**src/hdl/ubr_map.svh**
```systemverilog
// Constants for the serial channel data path and input routing
`ifndef UBR_MAP_SVH
`define UBR_MAP_SVH
`define UBR_BUF_RESET 8'hff
`define UBR_ISC_RX0_TO_TMRA 1
`define UBR_ISC_RX1_TO_TMRB 2
`define UBR_ISC_TMRA_ALT 5
`define UBR_ISC_TMRB_ALT 6
`define UBR_ISC_RX0_ALT 7
`define UBR_BAUD_DIV 16'd4
`define UBR_CHAR7_BITS 4'd7
`define UBR_CHAR8_BITS 4'd8
`endif

```
**src/hdl/ubr_pkg.sv**
```systemverilog
// Types for the serial channel data path
package ubr_pkg;
  typedef logic [7:0] ubr_byte_t;
  typedef enum logic [1:0] {
    UBR_IDLE = 2'b00,
    UBR_START = 2'b01,
    UBR_DATA = 2'b10,
    UBR_STOP = 2'b11
  } ubr_state_e;
endpackage : ubr_pkg

```
**src/hdl/ubr_place_if.sv**
```systemverilog
// Carrier between the receive placer and the top
`timescale 1ns/1ns
interface ubr_place_if;
  logic [7:0] raw;
  logic char8;
  logic msb_first;
  logic [7:0] placed;
  modport top (output raw, output char8, output msb_first, input placed);
  modport placer (input raw, input char8, input msb_first, output placed);
endinterface : ubr_place_if

```
**src/hdl/ubr_rx_place.sv**
```systemverilog
// Placement of received characters into buffer bit positions
`timescale 1ns/1ns
module ubr_rx_place (
  // Carrier
  ubr_place_if.placer p
);
  // ==========================================================
  // Placement
  wire [7:0] lsb7 = {1'b0, p.raw[6:0]};
  wire [7:0] msb7 = {p.raw[6:0], 1'b0};
  wire [7:0] sel7 = p.msb_first ? msb7 : lsb7;
  assign p.placed = p.char8 ? p.raw : sel7;
endmodule : ubr_rx_place

```
**src/hdl/ubr_top.sv**
```systemverilog
// Serial channel buffers, shifters and LIN input routing
//
// Summary of operation
// - INPUT_ROUTE_SELECT_REG bit7 picks rx0 pin: port1 or port7
// - Timer A: rx0 if bit1, else bit5 pin
// - Timer B: rx1 if bit2, else bit6 pin
// - Shift serial in, copy each character to buffer unless it overruns
// - 7-bit LSB-first: bits 0-6, bit7 zero
// - 7-bit MSB-first: bits 1-7, bit0 zero
// - Overrun keeps the old receive buffer
// - Receive buffer byte read only, writes ignored
// - Both buffers reset to all ones
// - Transmit buffer read/write; write starts sending
// - Shifter loads on the next tick while idle, or at the end of the stop bit
// - Transfer and output on base clock falling edge
// - Shifters not reachable from the bus
// - Edge on routed rx flags wakeup
// - Length bit: 0 seven bits, 1 eight
// - Selectable LSB-first or MSB-first order
// - Operation enable low resets receive buffer, full, overrun and transmit/receive complete irq flags; wake edge irqs keep running
`timescale 1ns/1ns
`include "ubr_map.svh"
module ubr_top (
  // Clock, reset, enable
  input wire logic i_clk_sys,
  input wire logic i_reset_n,
  input wire logic i_ce,
  // Channel control
  input wire logic i_unit_operation_enable,
  input wire logic i_transmit_enable_bit,
  input wire logic i_receive_enable_bit,
  input wire logic i_char_length_bit,
  input wire logic i_msb_first,
  input wire logic [7:0] i_input_route_select_reg,
  // Byte access
  input wire logic i_txb_wr,
  input wire logic [7:0] i_wdata,
  input wire logic i_rxb_wr,
  // Pins
  input wire logic i_rx0_port1_pin,
  input wire logic i_rx0_port7_pin,
  input wire logic i_timer_a_io_pin,
  input wire logic i_timer_a_alt_pin,
  input wire logic i_rx1_pin,
  input wire logic i_timer_b_io_pin,
  input wire logic i_timer_b_alt_pin,
  // Outputs
  output logic [7:0] o_receive_data_buffer,
  output logic [7:0] o_transmit_data_buffer,
  output logic o_tx_buffer_full_flag,
  output logic o_overrun_error_flag,
  output logic o_tx_complete_irq,
  output logic o_rx_complete_irq,
  output logic o_serial_out_pin,
  output logic o_capture_timer_a_in,
  output logic o_capture_timer_b_in,
  output logic o_wake_edge_irq_ch0,
  output logic o_wake_edge_irq_ch1
);
  // ==========================================================
  // Pin synchronisers
  logic [6:0] sync1;
  logic [6:0] sync2;
  wire [6:0] pins = {i_timer_b_alt_pin, i_timer_b_io_pin, i_rx1_pin, i_timer_a_alt_pin,
                     i_timer_a_io_pin, i_rx0_port7_pin, i_rx0_port1_pin};
  genvar g;
  generate
    for (g = 0; g < 7; g = g + 1) begin : g_sync
      always_ff @(posedge i_clk_sys or negedge i_reset_n) begin
        if (!i_reset_n) begin
          sync1[g] <= 1'b1;
          sync2[g] <= 1'b1;
        end else if (i_ce) begin
          sync1[g] <= pins[g];
          sync2[g] <= sync1[g];
        end
      end
    end
  endgenerate
  // ==========================================================
  // Input routing
  wire [7:0] input_route_select_reg = i_input_route_select_reg;
  wire rx0_raw = input_route_select_reg[`UBR_ISC_RX0_ALT] ? sync2[1] : sync2[0];
  wire tmra_pin = input_route_select_reg[`UBR_ISC_TMRA_ALT] ? sync2[3] : sync2[2];
  wire tmra_sel = input_route_select_reg[`UBR_ISC_RX0_TO_TMRA] ? rx0_raw : tmra_pin;
  wire tmrb_pin = input_route_select_reg[`UBR_ISC_TMRB_ALT] ? sync2[6] : sync2[5];
  wire tmrb_sel = input_route_select_reg[`UBR_ISC_RX1_TO_TMRB] ? sync2[4] : tmrb_pin;
  // Receive input reads high while the unit is off
  wire rx_line = i_unit_operation_enable ? rx0_raw : 1'b1;
  logic rx0_prev;
  logic rx1_prev;
  wire wake0 = rx0_prev ^ rx0_raw;
  wire wake1 = rx1_prev ^ sync2[4];
  // ==========================================================
  // Base clock divider; a fall event is one tick of it
  logic [15:0] div;
  wire tick = (div == `UBR_BAUD_DIV - 16'd1);
  wire [15:0] next_div = tick ? 16'd0 : div + 16'd1;
  wire run = i_unit_operation_enable;
  // ==========================================================
  // Receiver
  ubr_pkg::ubr_state_e rx_st;
  logic [7:0] receive_shifter;
  logic [3:0] rx_cnt;
  logic rx_unread;
  wire [3:0] nbits = i_char_length_bit ? `UBR_CHAR8_BITS : `UBR_CHAR7_BITS;
  wire rx_en = run && i_receive_enable_bit;
  wire rx_last = rx_st == ubr_pkg::UBR_DATA && rx_cnt == nbits - 4'd1;
  wire [7:0] lsb_shift = {rx_line, receive_shifter[7:1]};
  wire [7:0] msb_shift = {receive_shifter[6:0], rx_line};
  wire [7:0] rx_next = i_msb_first ? msb_shift : lsb_shift;
  wire [7:0] lsb_align = i_char_length_bit ? lsb_shift : {1'b0, lsb_shift[7:1]};
  wire [7:0] rx_aligned = i_msb_first ? msb_shift : lsb_align;
  wire rx_done = tick && rx_st == ubr_pkg::UBR_STOP && rx_line;
  wire overrun = rx_done && rx_unread;
  ubr_place_if place ();
  assign place.raw = receive_shifter;
  assign place.char8 = i_char_length_bit;
  assign place.msb_first = i_msb_first;
  ubr_rx_place u_place (.p(place));
  always_ff @(posedge i_clk_sys or negedge i_reset_n) begin
    if (!i_reset_n) begin
      rx_st <= ubr_pkg::UBR_IDLE;
      receive_shifter <= `UBR_BUF_RESET;
      rx_cnt <= 4'd0;
    end else if (i_ce && (!rx_en)) begin
      rx_st <= ubr_pkg::UBR_IDLE;
      rx_cnt <= 4'd0;
    end else if (i_ce && tick) begin
      case (rx_st)
        ubr_pkg::UBR_IDLE: begin
          if (!rx_line) rx_st <= ubr_pkg::UBR_DATA;
          rx_cnt <= 4'd0;
        end
        ubr_pkg::UBR_DATA: begin
          receive_shifter <= rx_last ? rx_aligned : rx_next;
          rx_cnt <= rx_cnt + 4'd1;
          if (rx_last) rx_st <= ubr_pkg::UBR_STOP;
        end
        ubr_pkg::UBR_STOP: rx_st <= ubr_pkg::UBR_IDLE;
        default: rx_st <= ubr_pkg::UBR_IDLE;
      endcase
    end
  end
  // Receive buffer and receive flags cleared while the unit is off
  always_ff @(posedge i_clk_sys or negedge i_reset_n) begin
    if (!i_reset_n) begin
      o_receive_data_buffer <= `UBR_BUF_RESET;
      o_overrun_error_flag <= 1'b0;
      o_rx_complete_irq <= 1'b0;
      rx_unread <= 1'b0;
    end else if (i_ce && !run) begin
      o_receive_data_buffer <= `UBR_BUF_RESET;
      o_overrun_error_flag <= 1'b0;
      o_rx_complete_irq <= 1'b0;
      rx_unread <= 1'b0;
    end else if (i_ce) begin
      o_rx_complete_irq <= rx_done;
      o_overrun_error_flag <= overrun | (o_overrun_error_flag & ~rx_done);
      // Bus writes to the receive buffer are dropped here
      if (rx_done && !overrun) o_receive_data_buffer <= place.placed;
      // A character arriving with the read acknowledge overruns if one is unread; the acknowledge wins
      rx_unread <= (rx_done && !overrun) | (rx_unread & ~i_rxb_wr);
    end
  end
  // ==========================================================
  // Transmitter
  ubr_pkg::ubr_state_e tx_st;
  logic [7:0] transmit_shifter;
  logic [3:0] tx_cnt;
  wire tx_en = run && i_transmit_enable_bit;
  wire tx_load = tick && o_tx_buffer_full_flag && (tx_st == ubr_pkg::UBR_IDLE ||
                 tx_st == ubr_pkg::UBR_STOP);
  wire tx_data_last = tx_st == ubr_pkg::UBR_DATA && tx_cnt == nbits - 4'd1;
  wire tx_bit = i_msb_first ? transmit_shifter[7] : transmit_shifter[0];
  wire [7:0] tx_shift = i_msb_first ? {transmit_shifter[6:0], 1'b1} : {1'b1, transmit_shifter[7:1]};
  wire [7:0] tx_init = (!i_char_length_bit && i_msb_first) ? {o_transmit_data_buffer[6:0], 1'b1}
                       : o_transmit_data_buffer;
  always_ff @(posedge i_clk_sys or negedge i_reset_n) begin
    if (!i_reset_n) begin
      o_transmit_data_buffer <= `UBR_BUF_RESET;
      o_tx_buffer_full_flag <= 1'b0;
    end else if (i_ce && !run) begin
      o_tx_buffer_full_flag <= 1'b0;
    end else if (i_ce) begin
      if (i_txb_wr && tx_en) o_transmit_data_buffer <= i_wdata;
      // Write sets, load clears; set wins
      o_tx_buffer_full_flag <= (i_txb_wr && tx_en) | (o_tx_buffer_full_flag & ~tx_load);
    end
  end
  always_ff @(posedge i_clk_sys or negedge i_reset_n) begin
    if (!i_reset_n) begin
      tx_st <= ubr_pkg::UBR_IDLE;
      transmit_shifter <= `UBR_BUF_RESET;
      tx_cnt <= 4'd0;
      o_serial_out_pin <= 1'b1;
      o_tx_complete_irq <= 1'b0;
    end else if (i_ce && !tx_en) begin
      tx_st <= ubr_pkg::UBR_IDLE;
      tx_cnt <= 4'd0;
      o_serial_out_pin <= 1'b1;
      o_tx_complete_irq <= 1'b0;
    end else if (i_ce) begin
      o_tx_complete_irq <= tick && tx_st == ubr_pkg::UBR_STOP;
      if (tx_load) begin
        transmit_shifter <= tx_init;
        tx_st <= ubr_pkg::UBR_START;
        o_serial_out_pin <= 1'b0;
      end else if (tick) begin
        case (tx_st)
          ubr_pkg::UBR_START: begin
            tx_st <= ubr_pkg::UBR_DATA;
            tx_cnt <= 4'd0;
            o_serial_out_pin <= tx_bit;
            transmit_shifter <= tx_shift;
          end
          ubr_pkg::UBR_DATA: begin
            tx_cnt <= tx_cnt + 4'd1;
            o_serial_out_pin <= tx_data_last ? 1'b1 : tx_bit;
            transmit_shifter <= tx_shift;
            if (tx_data_last) tx_st <= ubr_pkg::UBR_STOP;
          end
          ubr_pkg::UBR_STOP: tx_st <= ubr_pkg::UBR_IDLE;
          ubr_pkg::UBR_IDLE: o_serial_out_pin <= 1'b1;
          default: tx_st <= ubr_pkg::UBR_IDLE;
        endcase
      end
    end
  end
  // ==========================================================
  // Divider, routing outputs, wake edges
  always_ff @(posedge i_clk_sys or negedge i_reset_n) begin
    if (!i_reset_n) begin
      div <= 16'd0;
      rx0_prev <= 1'b1;
      rx1_prev <= 1'b1;
      o_capture_timer_a_in <= 1'b1;
      o_capture_timer_b_in <= 1'b1;
      o_wake_edge_irq_ch0 <= 1'b0;
      o_wake_edge_irq_ch1 <= 1'b0;
    end else if (i_ce) begin
      div <= run ? next_div : 16'd0;
      rx0_prev <= rx0_raw;
      rx1_prev <= sync2[4];
      o_capture_timer_a_in <= tmra_sel;
      o_capture_timer_b_in <= tmrb_sel;
      o_wake_edge_irq_ch0 <= wake0;
      o_wake_edge_irq_ch1 <= wake1;
    end
  end
endmodule : ubr_top

```
**config.mk**
```make
export PLATFORM = sky130hd
export DESIGN_NAME = ubr_top
export DESIGN_NICKNAME = d
export VERILOG_FILES = /design/src/hdl/ubr_pkg.sv /design/src/hdl/ubr_place_if.sv /design/src/hdl/ubr_rx_place.sv /design/src/hdl/ubr_top.sv
export VERILOG_INCLUDE_DIRS = /design/src /design/src/hdl
export SDC_FILE = /design/constraint.sdc
export NUM_CORES = 1
export LEC_CHECK = 0
export CAP_MARGIN = 20
export CELL_PAD_IN_SITES_DETAIL_PLACEMENT = 0
export CELL_PAD_IN_SITES_GLOBAL_PLACEMENT = 1
export CORE_ASPECT_RATIO = 1.4
export CORE_MARGIN = 5
export CORE_UTILIZATION = 35
export DETAILED_ROUTE_END_ITERATION = 10
export DONT_BUFFER_PORTS = 1
export GPL_ROUTABILITY_DRIVEN = 0
export PLACE_DENSITY_LB_ADDON = 0.1
export SETUP_SLACK_MARGIN = 0.3
export SLEW_MARGIN = 20
export SYNTH_ARGS = -nofsm -noshare
export SYNTH_HDL_FRONTEND = slang
export SYNTH_HIERARCHICAL = 1
export SYNTH_SLANG_ARGS = --single-unit
export TNS_END_PERCENT = 50
```
**constraint.sdc**
```tcl
create_clock -name i_clk_sys -period 5.4 [get_ports i_clk_sys]
set_input_delay 0.27 -clock i_clk_sys [delete_from_list [all_inputs] [get_ports i_clk_sys]]
set_output_delay 0.27 -clock i_clk_sys [all_outputs]
set_load 0.01 [all_outputs]
```
# After elaboration in Yosys (flattened, before gate mapping)
# Cells that the tools add are included.
# Widths: inputs -> output; s select.
[op_classes]
add_sub_neg = 4
n_eq_ne = 12
muxes = 59
bitwise = 14
reduce_logical = 47
[op_table]
columns = ["cell", "count"]
rows = [
  ["$mux 8", 14],
  ["$mux 16", 2],
  ["$mux 4", 7],
  ["$mux 1", 22],
  ["$mux 2", 9],
  ["$logic_and 1x1->1", 17],
  ["$add 16x1->16 const B", 1],
  ["$eq 16x2->1 const B", 1],
  ["$pmux 4 s2", 2],
  ["$reduce_bool 2->1", 7],
  ["$reduce_and 3->1", 4],
  ["$reduce_and 4->1", 3],
  ["$reduce_bool 5->1", 2],
  ["$reduce_bool 3->1", 3],
  ["$add 4x1->4 const B", 2],
  ["$eq 2x2->1 const B", 4],
  ["$eq 4x4->1", 2],
  ["$not 1->1", 6],
  ["$pmux 2 s3", 1],
  ["$logic_not 1->1", 5],
  ["$logic_not 2->1", 2],
  ["$ne 4x3->1 const B", 1],
  ["$pmux 2 s2", 1],
  ["$reduce_and 2->1", 2],
  ["11 further kinds", 16],
]
[word_totals]
reg_bits = 86
input_bits = 33
out_inout_bits = 25
wordCells = 171

# Depth between registers and ports, before layout
[depth]
word_depth = 10
ltp_mapped = 8
depth_no_buf = 7

# Cells and area by module
# The synthesis kept the hierarchy.
[modules_own_cells]
columns = ["mod", "n_inst", "cells_each", "area_per_inst_um2", "seq_area_each_um2"]
rows = [
  ["ubr_top", 1, 427, 4675.7, 2215.9],
  ["ubr_rx_place", 1, 12, 136.4, 0.0],
]

# Worst setup path before layout
# OpenSTA, ideal clock, no wires.
[synth_path]
kind = "register to register"
start = "register div[0]"
end = "register transmit_shifter[6]"
setup_time_ps = 69
t_arrival_ps = 2038
t_required_ps = 5331
slack_ps = 3293
path_stages_with_launch = 9
n_path_buf = 2
period_less_slack_ps = 2107
path_cell_list = "dfrtp_1 > ha_1 > nor4b_2 > nor2b_1 > and3_2 > buf_2 > buf_4 > mux2_2 > o21ai_2"
[synth_via]
elab_chain_cells = 5
word_cells_on_any_way = 7
classes_between = "eq/ne (1); mux (1); reduce/logical (5)"
[synth_lines]
columns = ["item", "line", "text"]
rows = [
  ["start: declaration", "ubr_top.sv:96", "logic [15:0] div;"],
  ["start signal: assignment", "ubr_top.sv:242", "div <= run ? next_div : 16'd0;"],
  ["$eq 16x2->1 (*)", "ubr_top.sv:97", "wire tick = (div == `UBR_BAUD_DIV - 16'd1);"],
  ["$logic_and 1x1->1 (2 in a row)", "ubr_top.sv:172", "wire tx_load = tick && o_tx_buffer_full_flag && (tx_st == ubr_pkg::UBR_IDLE ||"],
  ["$reduce_bool 2->1 (no line)", "--", ""],
  ["$reduce_and 4->1 (no line)", "--", ""],
  ["end signal: assignment", "ubr_top.sv:194", "transmit_shifter <= `UBR_BUF_RESET;"],
  ["end signal: assignment", "ubr_top.sv:206", "transmit_shifter <= tx_init;"],
  ["end signal: assignment", "ubr_top.sv:215", "transmit_shifter <= tx_shift;"],
  ["end: declaration", "ubr_top.sv:169", "logic [7:0] transmit_shifter;"],
]
# Mark *: on every way between the ends. The rest lies on a longest branch, timed or not.
# A chain may end at the register's enable or synchronous reset.

# Worst setup path after layout
[layout_path]
start = "register div[0]"
end = "register transmit_shifter[1]"
# Same word-level chain as after synthesis.

==> flow_summary.ini <==
[power]
power.switching_mw = 0.411
p_comb_share_pct = 9.7
intPower_mw = 1.16
p_clk_share_pct = 41.0
peakVddDrop_v = 0.000131
p_sw_share_pct = 26.1
power.leakage_nw = 1.95
power.density_nw_per_um2 = 300
seqPwrFrac_pct = 49.3

[placement]
dp_worst_setup_slack_ns = 2.36
io_buffers = 0
post_dp_cell_area_sq_um = 4890
place_hpwl_mm = 7.01

[yosys]
syn_area_sq_um = 4810
synth_fp_nets = 480
synth.distinct_cells = 69
synth-seq-cells = 86
synth-warning-count = 6
synthArstFlopShare_pct = 100
synth_edf_count = 0
synth.avg_cell_area_sq_um = 11.0
ys_seq_area_share_pct = 46.0
synth-main-ff-cell = dfstp_2
postSynthCellCount = 439

[worst_setup_path]
crit_arrival_ns = 3.31
crit_fanout = 13
required_ns = 5.67
critPathKind = reg2reg
worstSetupEndpointType = register
start_kind = register

[clock_tree]
tritoncts = done
clock-root-buffer = clkbuf_16
path_clk_slew_ns = 0.07
worstSkewPairLatency_ns = 0.34
cts.sinks = 86
cts_buffer_depth = 2
h-tree-depth = 3
numCtsBuffers = 9
cts_resized = 0

[drt]
drc_errors = 0
drt_iter0_drc = 97
final_antenna_net_count = 0
wl_mm = 10.5
via_count = 3253
first_pass_iters = 4
viasPerCell = 5.26
drt-wirelength-per-cell_um = 17.0

[cells_and_area]
area_delta_synth_final_pct = 9.02
fin_nets = 471
layout_commonest_cell = dfstp_2
layout_common_cells = dfstp_2, nand2_1, mux2_2
design_area_sq_um = 5250
drive_gt1_share_pct = 32.0

[floorplanning]
die_x_um = 109
dieArea_sq_um = 16200
design.core.area_sq_um = 13500
start_util_pct = 35.8
die_h_um = 149
num_rows = 50
pin_count = 58

[hold_path]
hp-class = in2reg

[timing]
finalHoldViolations = 0
finalSetupTns_ns = 0
period_minus_slack_ns = 3.04
min_period_over_period_pct = 56.3
setup_viol = 0
rsz0062_at_grt = no
slew_violations = 0
finClkSkew_ns = 0.00649
clock.fmax_mhz = 329
relSlewSlack_pct = 33.7
setup_ws_ns = 2.36
tightest_slew_ns = 0.993

[global_route]
track_usage_pct = 14.2
grt_max_degree = 87
grt_pass1_vias = 3500
grt_overflow_total = 0
antenna_found_initial = 1
grt_pass1_wl_mm = 18.4

[outcome]
status = completed

[run]
maxCapViolations = 0
[layout make-up]
cell class              count  area, sq um
inverters                  10         37.5
well taps                 182          228
fillers                  1340         8200
repair buffers              5         62.6
flip-flops and latches     86         2220
diodes                      1         2.50
clock inverters             7         81.3
clock buffers               9          225
multi-input cells         318         2390
[state kept, by name, indices dropped and copies added, names as in the netlist, 2 cells and up]
register                cells
place.raw                   8
tx_st                       2
tx_cnt                      4
o_receive_data_buffer       8
transmit_shifter            8
rx_cnt                      4
sync1                       7
sync2                       7
o_transmit_data_buffer      8
div                        16
rx_st                       2
[repair_timing]
action / CTS / global route
endpoints found under the hold margin: 88 / 0
hold buffers: 3 / 0
setup buffers: 0 / 0
[Yosys cell counts, types with 8 or more instances]
| library cell | n | area share [%] |
|---|---|---|
| a21oi_1 | 17 | 1.8 |
| buf_6 | 8 | 1.9 |
| dfrtp_1 | 35 | 18 |
| dfstp_2 | 51 | 28 |
| ha_1 | 8 | 2.1 |
| inv_1 | 10 | 0.78 |
| mux2_2 | 40 | 9.4 |
| mux2i_1 | 23 | 4.8 |
| nand2_1 | 47 | 3.7 |
| nand2b_1 | 8 | 1.0 |
| nand3_1 | 15 | 1.6 |
| nor2_1 | 16 | 1.2 |
| o21ai_0 | 11 | 1.1 |
| o21ai_1 | 12 | 1.2 |
| o22a_1 | 8 | 1.5 |
[layer usage]
layer	track usage (%)	wire length [um]
met1	18.7	4720
met2	22.6	5150
met3	3.25	489
met4	5.50	167
met5	0	0
[worst max-delay path, stage by stage (launching register included)]
cell and delay (ns):
dfrtp_1 0.41, ha_1 0.28, nor4b_2 0.36, nor2b_1 0.84, and3_2 0.56, mux2_2 0.38
o21ai_1 0.13
[logic make-up (layout without fill, tap and decap cells)]
logic type,Yosys count,after routing,synth area share (%)
muxes,69,69,16.0
xor gates and xnor gates,6,6,1.09
AOI/OAI and AO/OA,91,91,12.7
buffers and inverters,35,31,4.21
adders and majority gates,8,8,2.08
and+or+nand+nor,144,144,17.8
other,0,1,0
DFF,86,86,46.0
[path summary, 6_finish.rpt]
kind                            slack (ns)                   to  cells past startpoint           startpoint
min in group asynchronous             0.51            tx_cnt[3]                      2            i_reset_n
worst min register to register        0.47  transmit_shifter[5]                      2  transmit_shifter[5]
worst max-delay path                  2.36  transmit_shifter[1]                      6               div[0]
worst min-delay path                  0.03               div[0]                      1                 i_ce
worst max register to register        2.36  transmit_shifter[1]                      6               div[0]
max in group asynchronous             4.52             sync2[6]                      2            i_reset_n
[power groups by stage]
| stage | logic (mW) | registers, mW | clock network (mW) |
|---|---|---|---|
| after detailed placement | 0.138 | 0.790 | 0 |
| after global placement | 0.136 | 0.788 | 0 |
| final | 0.152 | 0.777 | 0.645 |
| after floorplan | 0.134 | 0.770 | 0 |
| after global routing | 0.174 | 0.786 | 0.693 |
| after CTS | 0.156 | 0.779 | 0.676 |
[per-stage QoR]
stage / total power [mW] / hold slack, ns / utilization [%] / std cells
after CTS: 1.61 / 0.00628 / 39.0 / 617
after floorplan: 0.904 / -0.0256 / - / 439
after detailed placement: 0.928 / -0.0208 / 36.4 / 598
after global placement: 0.924 / -0.0206 / 36.4 / 598
final: 1.57 / 0.0325 / 39.0 / 618
after global routing: 1.65 / 0.0104 / 39.0 / 618
No activity file was read; power rests on OpenSTA's default activity.
